===== src/design/irqc_pkg.sv =====
// Constants for the interrupt controller with low-supply detector.
// Assumes a single 25 MHz system clock and a synchronous active-high reset.
package irqc_pkg;

  // System clock
  localparam int CLK_FREQ_MHZ = 25;

  // Delay from low-supply flag rising to the request flag being set
  localparam int REQ_DELAY_NS  = 100000;
  localparam int REQ_DELAY_CYC = (REQ_DELAY_NS * CLK_FREQ_MHZ + 999) / 1000;
  localparam int DLY_CNT_W     = 12;
  localparam logic [DLY_CNT_W-1:0] REQ_DELAY_LAST = DLY_CNT_W'(REQ_DELAY_CYC - 1);

  // Register indices on the special-register port
  localparam int NUM_REGS = 12;
  localparam logic [3:0] IDX_LOW_SUPPLY_CONTROL = 4'h0;
  localparam logic [3:0] IDX_EDGE = 4'h1;
  localparam logic [3:0] IDX_PRI0 = 4'h2;
  localparam logic [3:0] IDX_PRI1 = 4'h3;
  localparam logic [3:0] IDX_PRI2 = 4'h4;
  localparam logic [3:0] IDX_PRI3 = 4'h5;
  localparam logic [3:0] IDX_GRP0 = 4'h6;

  // Value of every register after reset
  localparam logic [7:0] REG_RESET = 8'h00;

  // Implemented bits per register, index 11 down to 0
  localparam logic [NUM_REGS-1:0][7:0] REG_MASK = {
    8'h33, 8'h77, 8'h77, 8'h33, 8'h33, 8'h33,
    8'h77, 8'hff, 8'hff, 8'h7f, 8'h0f, 8'h1f};

  // Low-supply control fields
  localparam int LOW_SUPPLY_CONTROL_OUT_BIT = 5;
  localparam int LOW_SUPPLY_CONTROL_EN_BIT  = 4;
  localparam int LOW_SUPPLY_CONTROL_BG_BIT  = 3;
  localparam int LOW_SUPPLY_CONTROL_LVL_LSB = 0;

  // Edge selector fields and codes
  localparam int EDGE_PIN1_LSB = 2;
  localparam int EDGE_PIN0_LSB = 0;
  localparam logic [1:0] EDGE_OFF  = 2'h0;
  localparam logic [1:0] EDGE_RISE = 2'h1;
  localparam logic [1:0] EDGE_FALL = 2'h2;
  localparam logic [1:0] EDGE_BOTH = 2'h3;

  // Primary register bit positions
  localparam int P0_EMI_BIT   = 0;
  localparam int P0_COMP0_BIT = 4;
  localparam int P0_PIN0_BIT  = 5;
  localparam int P0_PIN1_BIT  = 6;
  localparam int P1_SIM_BIT   = 4;
  localparam int P1_LVF_BIT   = 5;
  localparam int P1_MF0_BIT   = 6;
  localparam int P1_MF1_BIT   = 7;
  localparam int P2_MF2_BIT   = 4;
  localparam int P2_TB0_BIT   = 5;
  localparam int P2_TB1_BIT   = 6;
  localparam int P2_COMP1_BIT = 7;
  localparam int P3_MF3_BIT   = 4;
  localparam int GRP_FLAG_LSB = 4;

  // Low-supply request delay states
  typedef enum logic [2:0] {
    LVD_OFF   = 3'b001,
    LVD_WAIT  = 3'b010,
    LVD_FIRED = 3'b100
  } irqc_lvd_st_t;

endpackage : irqc_pkg


===== src/design/irqc_top.sv =====
// Interrupt request/enable registers with low-supply detector control.
// Contract
// - Three-bit trip level select, 000 lowest at 2.0V, 111 highest at 4.0V.
// - Low-supply output flag high while supply below trip level, else low.
// - Detector runs when its enable bit is one, off when cleared.
// - Detector held off in sleep mode whatever its enable bit says.
// - Low-supply request set only after fixed delay following flag going high.
// - New low-supply request wakes from idle; preset flag avoids the wake.
// - Bandgap on when detector on, low-voltage reset on, or buffer bit set.
// - Control register output flag bit 5 read-only, bits 7..6 read zero.
// - Two-bit edge select per pin: off, rising, falling, both.
// - Bit 0 of first primary register is global enable gating all interrupts.
// - Every source has its own read-write enable bit and request flag; groups 0, 1, 2 and 5 mask off sub_evt bit 2, which gets neither.
// - Four primary registers, six group registers, one edge select register.
// - First primary register: pin1, pin0, comparator0 flags, enables, global enable.
// - Second primary: group1, group0, low-supply, serial flags and enables.
// - Low-supply output flag is not filtered and may toggle repeatedly.
// - Sources: two pins, timers, time bases, serial, low-supply, EEPROM, ADC.
// - Flags set on their event even when the source enable is zero.
// Assumes a CPU special-register port on ref_clk and an analogue comparator output.
`timescale 1ns/10ps
module irqc_top (
  input  wire logic            ref_clk,
  input  wire logic            rst,
  input  wire logic [3:0]      sfr_addr,
  input  wire logic            sfr_wr,
  input  wire logic            sfr_rd,
  input  wire logic [7:0]      sfr_wdata,
  output logic      [7:0]      sfr_rdata,
  input  wire logic            ext_pin0,
  input  wire logic            ext_pin1,
  input  wire logic            supply_below_trip,
  input  wire logic            lvr_on,
  input  wire logic            sleep_mode,
  input  wire logic            idle_mode,
  input  wire logic            line_comparator0_evt,
  input  wire logic            line_comparator1_evt,
  input  wire logic            time_base0_evt,
  input  wire logic            time_base1_evt,
  input  wire logic            serial_iface_evt,
  input  wire logic [5:0][2:0] sub_evt,
  output logic      [2:0]      trip_level_select,
  output logic                 low_supply_detector_on,
  output logic                 low_supply_output_flag,
  output logic                 bandgap_on,
  output logic                 cpu_irq,
  output logic                 wake_req
);

  typedef struct packed {
    logic [irqc_pkg::NUM_REGS-1:0][7:0] regs;
    logic [7:0]                         rdata;
    logic [1:0]                         sup_sync;
    logic                               out_flag;
    irqc_pkg::irqc_lvd_st_t             lvd_st;
    logic [irqc_pkg::DLY_CNT_W-1:0]     dly_cnt;
    logic                               wake;
  } irqc_state_t;

  localparam irqc_state_t STATE_RST = '{
    regs:     {irqc_pkg::NUM_REGS{irqc_pkg::REG_RESET}},
    rdata:    8'h00,
    sup_sync: 2'h0,
    out_flag: 1'b0,
    lvd_st:   irqc_pkg::LVD_OFF,
    dly_cnt:  '0,
    wake:     1'b0
  };

  irqc_state_t                        s_reg;
  irqc_state_t                        s_next;
  logic                               pin0_hit;
  logic                               pin1_hit;
  logic                               det_on;
  logic                               lvf_fire;
  logic [5:0]                         grp_pend;
  logic [irqc_pkg::NUM_REGS-1:0][7:0] hw_set;
  logic [7:0]                         wr_val;

  // Pending test for a register holding flags in 7..4 and enables in 3..0
  function automatic logic pend4(input logic [7:0] r);
    pend4 = |(r[7:4] & r[3:0]);
  endfunction : pend4

  // Pin synchronisers and edge selectors
  irqc_pin_edge u_pin0 (
    .ref_clk  (ref_clk),
    .rst      (rst),
    .pin      (ext_pin0),
    .edge_sel (s_reg.regs[irqc_pkg::IDX_EDGE][irqc_pkg::EDGE_PIN0_LSB +: 2]),
    .hit      (pin0_hit)
  );

  irqc_pin_edge u_pin1 (
    .ref_clk  (ref_clk),
    .rst      (rst),
    .pin      (ext_pin1),
    .edge_sel (s_reg.regs[irqc_pkg::IDX_EDGE][irqc_pkg::EDGE_PIN1_LSB +: 2]),
    .hit      (pin1_hit)
  );

  // Detector power: sleep overrides the enable bit
  assign det_on = s_reg.regs[irqc_pkg::IDX_LOW_SUPPLY_CONTROL][irqc_pkg::LOW_SUPPLY_CONTROL_EN_BIT] & ~sleep_mode;

  // Group roll-up: any sub flag with its enable set
  always_comb begin
    for (int g = 0; g < 6; g++) begin
      grp_pend[g] = pend4(s_reg.regs[int'(irqc_pkg::IDX_GRP0) + g]);
    end
  end

  // Next-state logic
  always_comb begin
    s_next      = s_reg;
    s_next.wake = 1'b0;
    lvf_fire    = 1'b0;
    hw_set      = '0;
    wr_val      = 8'h00;

    // Comparator output crosses in through two flops; no filtering on purpose
    s_next.sup_sync = {s_reg.sup_sync[0], supply_below_trip};
    s_next.out_flag = det_on & s_reg.sup_sync[1];

    // Flag must stay high for the whole delay; a drop restarts it
    case (s_reg.lvd_st)
      irqc_pkg::LVD_OFF: begin
        s_next.dly_cnt = '0;
        if (s_reg.out_flag) begin
          s_next.lvd_st = irqc_pkg::LVD_WAIT;
        end
      end
      irqc_pkg::LVD_WAIT: begin
        if (!s_reg.out_flag) begin
          s_next.lvd_st = irqc_pkg::LVD_OFF;
        end else if (s_reg.dly_cnt == irqc_pkg::REQ_DELAY_LAST) begin
          lvf_fire      = 1'b1;
          s_next.lvd_st = irqc_pkg::LVD_FIRED;
        end else begin
          s_next.dly_cnt = s_reg.dly_cnt + 1'b1;
        end
      end
      irqc_pkg::LVD_FIRED: begin
        if (!s_reg.out_flag) begin
          s_next.lvd_st = irqc_pkg::LVD_OFF;
        end
      end
      default: begin
        s_next.lvd_st = irqc_pkg::LVD_OFF;
      end
    endcase

    // Hardware set terms; flags set even with their enable clear
    hw_set[irqc_pkg::IDX_PRI0][irqc_pkg::P0_PIN1_BIT]  = pin1_hit;
    hw_set[irqc_pkg::IDX_PRI0][irqc_pkg::P0_PIN0_BIT]  = pin0_hit;
    hw_set[irqc_pkg::IDX_PRI0][irqc_pkg::P0_COMP0_BIT] = line_comparator0_evt;
    hw_set[irqc_pkg::IDX_PRI1][irqc_pkg::P1_MF1_BIT]   = grp_pend[1];
    hw_set[irqc_pkg::IDX_PRI1][irqc_pkg::P1_MF0_BIT]   = grp_pend[0];
    hw_set[irqc_pkg::IDX_PRI1][irqc_pkg::P1_LVF_BIT]   = lvf_fire;
    hw_set[irqc_pkg::IDX_PRI1][irqc_pkg::P1_SIM_BIT]   = serial_iface_evt;
    hw_set[irqc_pkg::IDX_PRI2][irqc_pkg::P2_COMP1_BIT] = line_comparator1_evt;
    hw_set[irqc_pkg::IDX_PRI2][irqc_pkg::P2_TB1_BIT]   = time_base1_evt;
    hw_set[irqc_pkg::IDX_PRI2][irqc_pkg::P2_TB0_BIT]   = time_base0_evt;
    hw_set[irqc_pkg::IDX_PRI2][irqc_pkg::P2_MF2_BIT]   = grp_pend[2];
    hw_set[irqc_pkg::IDX_PRI3][irqc_pkg::P3_MF3_BIT +: 3] = grp_pend[5:3];
    for (int g = 0; g < 6; g++) begin
      hw_set[int'(irqc_pkg::IDX_GRP0) + g][irqc_pkg::GRP_FLAG_LSB +: 3] = sub_evt[g];
    end

    // Register update: a hardware set wins over a software clear in the same cycle
    for (int i = 0; i < irqc_pkg::NUM_REGS; i++) begin
      wr_val = (sfr_wr && (int'(sfr_addr) == i)) ? sfr_wdata : s_reg.regs[i];
      s_next.regs[i] = (wr_val | hw_set[i]) & irqc_pkg::REG_MASK[i];
    end

    // Wake only on a fresh request; a flag already set by software gives none
    s_next.wake = idle_mode & lvf_fire & ~s_reg.regs[irqc_pkg::IDX_PRI1][irqc_pkg::P1_LVF_BIT];

    // Read path, one cycle after the strobe; unmapped addresses read zero
    if (sfr_rd) begin
      if (sfr_addr == irqc_pkg::IDX_LOW_SUPPLY_CONTROL) begin
        s_next.rdata = s_reg.regs[irqc_pkg::IDX_LOW_SUPPLY_CONTROL];
        s_next.rdata[irqc_pkg::LOW_SUPPLY_CONTROL_OUT_BIT] = s_reg.out_flag;
      end else if (int'(sfr_addr) < irqc_pkg::NUM_REGS) begin
        s_next.rdata = s_reg.regs[sfr_addr];
      end else begin
        s_next.rdata = 8'h00;
      end
    end
  end

  // State register
  always_ff @(posedge ref_clk) begin
    if (rst) begin
      s_reg <= STATE_RST;
    end else begin
      s_reg <= s_next;
    end
  end

  // Outputs
  assign sfr_rdata              = s_reg.rdata;
  assign trip_level_select      = s_reg.regs[irqc_pkg::IDX_LOW_SUPPLY_CONTROL][irqc_pkg::LOW_SUPPLY_CONTROL_LVL_LSB +: 3];
  assign low_supply_detector_on = det_on;
  assign low_supply_output_flag = s_reg.out_flag;
  assign bandgap_on             = s_reg.regs[irqc_pkg::IDX_LOW_SUPPLY_CONTROL][irqc_pkg::LOW_SUPPLY_CONTROL_EN_BIT]
                                | s_reg.regs[irqc_pkg::IDX_LOW_SUPPLY_CONTROL][irqc_pkg::LOW_SUPPLY_CONTROL_BG_BIT]
                                | lvr_on;
  assign wake_req               = s_reg.wake;
  // Global enable gates every pending primary source
  assign cpu_irq = s_reg.regs[irqc_pkg::IDX_PRI0][irqc_pkg::P0_EMI_BIT]
                 & ((|(s_reg.regs[irqc_pkg::IDX_PRI0][6:4] & s_reg.regs[irqc_pkg::IDX_PRI0][3:1]))
                   | pend4(s_reg.regs[irqc_pkg::IDX_PRI1])
                   | pend4(s_reg.regs[irqc_pkg::IDX_PRI2])
                   | pend4(s_reg.regs[irqc_pkg::IDX_PRI3]));

  // Checks on the design's own outputs and internal state
  property p_trip_level;
    @(posedge ref_clk) disable iff (rst)
    sfr_wr && sfr_addr == irqc_pkg::IDX_LOW_SUPPLY_CONTROL |=> trip_level_select == $past(sfr_wdata[2:0]);
  endproperty
  a_trip_level: assert property (p_trip_level) else $error("trip level not taken from write");

  property p_flag_follows;
    @(posedge ref_clk) disable iff (rst)
    det_on && $past(det_on) && $past(supply_below_trip, 3) |-> low_supply_output_flag;
  endproperty
  a_flag_follows: assert property (p_flag_follows) else $error("output flag missed low supply");

  property p_det_off;
    @(posedge ref_clk) disable iff (rst)
    !det_on |=> !low_supply_output_flag;
  endproperty
  a_det_off: assert property (p_det_off) else $error("flag high with detector off");

  property p_sleep_off;
    @(posedge ref_clk) disable iff (rst)
    sleep_mode |-> !low_supply_detector_on;
  endproperty
  a_sleep_off: assert property (p_sleep_off) else $error("detector on during sleep");

  property p_lvf_delay;
    @(posedge ref_clk) disable iff (rst)
    lvf_fire |-> s_reg.dly_cnt == irqc_pkg::REQ_DELAY_LAST && s_reg.out_flag
             ##1 s_reg.regs[irqc_pkg::IDX_PRI1][irqc_pkg::P1_LVF_BIT];
  endproperty
  a_lvf_delay: assert property (p_lvf_delay) else $error("request set before delay");

  property p_wake;
    @(posedge ref_clk) disable iff (rst)
    idle_mode && lvf_fire && !s_reg.regs[irqc_pkg::IDX_PRI1][irqc_pkg::P1_LVF_BIT] |=> wake_req ##1 !wake_req;
  endproperty
  a_wake: assert property (p_wake) else $error("no single wake pulse");

  property p_bandgap;
    @(posedge ref_clk) disable iff (rst)
    lvr_on || low_supply_detector_on |-> bandgap_on;
  endproperty
  a_bandgap: assert property (p_bandgap) else $error("bandgap off while needed");

  property p_low_supply_control_read;
    @(posedge ref_clk) disable iff (rst)
    sfr_rd && sfr_addr == irqc_pkg::IDX_LOW_SUPPLY_CONTROL |=> sfr_rdata[7:6] == 2'h0
      && sfr_rdata[irqc_pkg::LOW_SUPPLY_CONTROL_OUT_BIT] == $past(low_supply_output_flag);
  endproperty
  a_low_supply_control_read: assert property (p_low_supply_control_read) else $error("control register read wrong");

  property p_global_gate;
    @(posedge ref_clk) disable iff (rst)
    !s_reg.regs[irqc_pkg::IDX_PRI0][irqc_pkg::P0_EMI_BIT] |-> !cpu_irq;
  endproperty
  a_global_gate: assert property (p_global_gate) else $error("irq with global enable off");

  property p_pin_set;
    @(posedge ref_clk) disable iff (rst)
    pin0_hit |=> s_reg.regs[irqc_pkg::IDX_PRI0][irqc_pkg::P0_PIN0_BIT];
  endproperty
  a_pin_set: assert property (p_pin_set) else $error("pin edge lost");

  property p_group_roll;
    @(posedge ref_clk) disable iff (rst)
    grp_pend[0] |=> s_reg.regs[irqc_pkg::IDX_PRI1][irqc_pkg::P1_MF0_BIT];
  endproperty
  a_group_roll: assert property (p_group_roll) else $error("group flag not set");

  // Further guards on the pin, gating, flag and read paths
  property p_pin1_set;
    @(posedge ref_clk) disable iff (rst)
    pin1_hit |=> s_reg.regs[irqc_pkg::IDX_PRI0][irqc_pkg::P0_PIN1_BIT];
  endproperty
  a_pin1_set: assert property (p_pin1_set) else $error("pin1 edge lost");

  property p_edge_off;
    @(posedge ref_clk) disable iff (rst)
    s_reg.regs[irqc_pkg::IDX_EDGE][irqc_pkg::EDGE_PIN0_LSB +: 2] == irqc_pkg::EDGE_OFF |=> !pin0_hit;
  endproperty
  a_edge_off: assert property (p_edge_off) else $error("edge seen on disabled pin");

  property p_irq_raise;
    @(posedge ref_clk) disable iff (rst)
    s_reg.regs[irqc_pkg::IDX_PRI0][irqc_pkg::P0_EMI_BIT] && pend4(s_reg.regs[irqc_pkg::IDX_PRI1]) |-> cpu_irq;
  endproperty
  a_irq_raise: assert property (p_irq_raise) else $error("pending source gave no irq");

  // A drop of the comparator shows three cycles later, as a rise does; nothing smooths the flag
  property p_flag_drop;
    @(posedge ref_clk) disable iff (rst)
    $past(det_on) && !$past(supply_below_trip, 3) |-> !low_supply_output_flag;
  endproperty
  a_flag_drop: assert property (p_flag_drop) else $error("output flag held after supply rose");

  property p_lvf_restart;
    @(posedge ref_clk) disable iff (rst)
    !s_reg.out_flag |=> s_reg.lvd_st == irqc_pkg::LVD_OFF;
  endproperty
  a_lvf_restart: assert property (p_lvf_restart) else $error("delay kept running after drop");

  property p_unmapped_read;
    @(posedge ref_clk) disable iff (rst)
    sfr_rd && int'(sfr_addr) >= irqc_pkg::NUM_REGS |=> sfr_rdata == 8'h00;
  endproperty
  a_unmapped_read: assert property (p_unmapped_read) else $error("unmapped read not zero");

  // Main scenarios
  c_lvf_fire: cover property (@(posedge ref_clk) disable iff (rst) lvf_fire);
  c_wake: cover property (@(posedge ref_clk) disable iff (rst) wake_req);
  c_pin1: cover property (@(posedge ref_clk) disable iff (rst) pin1_hit ##1 cpu_irq);
  c_group: cover property (@(posedge ref_clk) disable iff (rst) grp_pend[3] ##1 cpu_irq);

endmodule : irqc_top


===== src/design/irqc_pin_edge.sv =====
// External interrupt pin synchroniser and edge selector.
// Assumes the pin is asynchronous to ref_clk; hit is a one-cycle pulse.
`timescale 1ns/10ps
module irqc_pin_edge (
  input  wire logic       ref_clk,
  input  wire logic       rst,
  input  wire logic       pin,
  input  wire logic [1:0] edge_sel,
  output logic            hit
);

  typedef struct packed {
    logic [1:0] sync;
    logic       prev;
    logic       hit;
  } irqc_edge_t;

  irqc_edge_t s_reg;
  irqc_edge_t s_next;

  // Two-stage sync, then compare the stable copy with its last value
  always_comb begin
    s_next      = s_reg;
    s_next.sync = {s_reg.sync[0], pin};
    s_next.prev = s_reg.sync[1];
    s_next.hit  = (edge_sel[0] & s_reg.sync[1] & ~s_reg.prev)
                | (edge_sel[1] & ~s_reg.sync[1] & s_reg.prev);
  end

  // State register
  always_ff @(posedge ref_clk) begin
    if (rst) begin
      s_reg <= '0;
    end else begin
      s_reg <= s_next;
    end
  end

  assign hit = s_reg.hit;

endmodule : irqc_pin_edge


===== config.mk =====
export PLATFORM = sky130hd
export DESIGN_NAME = irqc_top
export DESIGN_NICKNAME = d
export VERILOG_FILES = /design/src/design/irqc_pkg.sv /design/src/design/irqc_top.sv /design/src/design/irqc_pin_edge.sv
export SDC_FILE = /design/constraint.sdc
export NUM_CORES = 1
export LEC_CHECK = 0
export ABC_AREA = 1
export BUFFER_PORTS_ARGS = -buffer_cell sky130_fd_sc_hd__buf_2
export CAP_MARGIN = 20
export CORE_ASPECT_RATIO = 2
export CORE_UTILIZATION = 58
export CTS_CLUSTER_DIAMETER = 60
export DETAILED_ROUTE_END_ITERATION = 16
export PLACE_DENSITY = 0.79
export SYNTH_ARGS = -nofsm -noshare
export SYNTH_HDL_FRONTEND = slang
export SYNTH_SLANG_ARGS = --single-unit

===== constraint.sdc =====
create_clock -name ref_clk -period 1.9 [get_ports ref_clk]
set_input_delay 0.285 -clock ref_clk [delete_from_list [all_inputs] [get_ports ref_clk]]
set_output_delay 0.285 -clock ref_clk [all_outputs]
set_load 0.005 [all_outputs]

==> out/results.ini <==
[grt]
grt_usage_pct = 35.12
top_usage_layer = met2
overflow = 0
grtUsageMet3_pct = 7.348
grt_pass1_wl_mm = 23.44
use_met2_pct = 61.33
grt_util_met1_pct = 32.78
antenna_found_initial = 0
grt_max_degree = 33
grt_pass1_vias = 4912

[min_path]
hp-class = in2reg
holdPathStages = 3

[floorplanning]
core_mm2 = 0.008588
initial_utilization_pct = 59.59
rows = 48
fp.dieArea_mm2 = 0.009226
fp.dieH_um = 134.8
die_w_um = 68.42
io_pins = 61

[clocking]
post_cts_buffers = 0
hold_buffers = 0
root_buffer = clkbuf_16
clk_latency_ns = 0.35
htree_levels = 3
cts_buffer_depth = 2
clk_pin_slew_worst_paths_ns = 0.07
cts_sinks = 101
numCtsBuffers = 9
cts_tree = built
cts_resized = 0

[worst_setup_path]
cp.depth = 6
critPathBufInv = 1
critPathRequiredTime_ns = 1.62
reg2reg_depth = 8
slowest_delay_ns = 0.34
arrival_ns = 1.56
crit_path_start_kind = flop
crit_top_cell = nand2_1
critPathKind = reg2out
worstPathCellList = nand2_1 > nand2_1 > a221oi_1 > nand2_1 > o21a_1 > buf_2
worstPathMaxFanout = 3
cp_top_family = compound AO/OA/AOI/OAI gates
cp-end-kind = output port
critPathSlowestCell = dfxtp_1

[timing]
worst_hold_slack_ns = 0.1270
max_freq_ghz = 0.5424
fin_crit_sh_pct = 97.03
period_minus_slack_ns = 1.844
worst_pin_slew_ns = 0.6425
rsz0062_at_grt = false
final.setup.worst_slack_ns = 0.05638
slew_viol_final = 0
tns_ns = 0
slew_headroom_pct = 57.12
skew_ns = 0.008532
hold_violations = 0
setup_viol = 0

[place]
place.detailed.hpwl_mm = 11.60
dp_slack_ns = 0.1805
place_congestion = 0.9942
portBuffers = 56

[power_and_ir_drop]
switching_share_pct = 26.84
p_leak_uw = 0.002672
p_per_area_mw_per_mm2 = 799.4
p_switching_uw = 1244
vdd_drop_max_v = 0.0005963
clkPwrFrac_pct = 41.0
p_int_uw = 3392
seq_power_share_pct = 48.3
combPwrFrac_pct = 10.7

[synth]
synth_area_per_cell_um2 = 6.707
synth_top_cell_by_area = dfxtp_1
ys.warnings.count = 0
synthDistinctLibCells = 38
synth.top_cell.area_share_pct = 39.51
synth-seq-cells = 101
synthesis.area_mm2 = 0.005117
synth_nets = 809
synth.top_cells.by_area = dfxtp_1, nand2_1, nor2_1
syn_inst = 763
ys_seq_area_share_pct = 39.51

[cells_and_area]
layout.nets = 865
num_antenna_cells = 0
final_common_cell = nand2_1
area_delta_synth_final_pct = 13.35
drive_above_1_share_pct = 15.41
final_cell_mix = nand2_1, nor2_1, inv_1
largest_reg_flops = 79
fillCellCount = 764

[route]
dr.pass1.iters = 7
route.detailed.drc = 0
totalWireLength_mm = 15.22
ant_nets = 0
routedWlPerCell_um = 16.47
vias = 5120
drtIter0Drc = 311
vias_per_cell = 5.541

[status]
outcome = finished clean

[job]
cap_violations = 0

[layout make-up]
cell class / instances / area (um2) / share of cell area (%)
sequential: 101 / 2022 / 34.86
timing repair buffer: 78 / 457.9 / 7.895
clock inverter: 7 / 80.08 / 1.381
tap: 100 / 125.1 / 2.157
multi-input combinational: 512 / 2451 / 42.26
clock buffer: 9 / 225.2 / 3.883
inverter: 117 / 439.2 / 7.571
[power groups by stage]
stage	sequential, uW	clock (uW)	combinational (uW)
2_1_floorplan	2270	0	322
3_3_place_gp	2280	0	475
3_5_place_dp	2290	0	488
4_1_cts	2240	1910	490
5_1_grt	2250	1990	546
6_report	2240	1900	495
[worst register-to-register path, cell delays in order, from the launching register on]
cell     delay, ns
dfxtp_1       0.42
ha_1          0.20
nand2_1       0.06
nor2_1        0.13
nand3_1       0.12
nand2_2       0.09
nand2_2       0.19
nand2_1       0.21
o21ai_0       0.10
[cell usage after synthesis, drive strengths merged]
library cell	instances
a21o	1
a21oi	42
a221oi	2
a22oi	1
a31oi	3
buf	19
clkbuf	14
clkinv	1
dfxtp	101
ha	1
inv	116
nand2	174
nand3	46
nand3b	1
nand4	14
nor2	130
nor3	1
nor4	1
o211ai	4
o21a	1
o21ai	68
o221ai	3
o22ai	1
o31ai	17
o41ai	1
[path summary, 6_finish.rpt]
kind	startpoint	endpoint	slack (ns)
max	s_reg[64]	cpu_irq	0.06
min	ext_pin1	u_pin1.s_next[3]	0.13
max reg2reg	s_reg[1]	s_reg[2]	0.27
min reg2reg	s_next[18]	s_reg[18]	0.42
[layer usage]
layer	wire (um)	share of wire [%]
met5	0	0
met4	1298	8.5
met3	763	5.0
met2	7887	52
met1	5268	35
[logic make-up after synthesis]
| kind of cell | share of synthesized area [%] |
|---|---|
| and+or+nand+nor | 31.61 |
| buffers and inverters | 12.71 |
| AOI/OAI and AO/OA | 15.92 |
| DFF | 39.51 |
| adders and majority gates | 0.2445 |
[through the flow]
step / instances / total power [uW] / utilization [%] / area [um2]
after CTS: 924 / 4637 / 67.47 / 5794
after global routing: 924 / 4782 / 67.54 / 5801
after detailed placement: 908 / 2774 / 63.91 / 5489
after global placement: 908 / 2759 / 63.91 / 5489
final: 924 / 4637 / 67.54 / 5801
after floorplan: 763 / 2588 / - / 5117
Note: power is estimated with default switching activity, not from simulation.
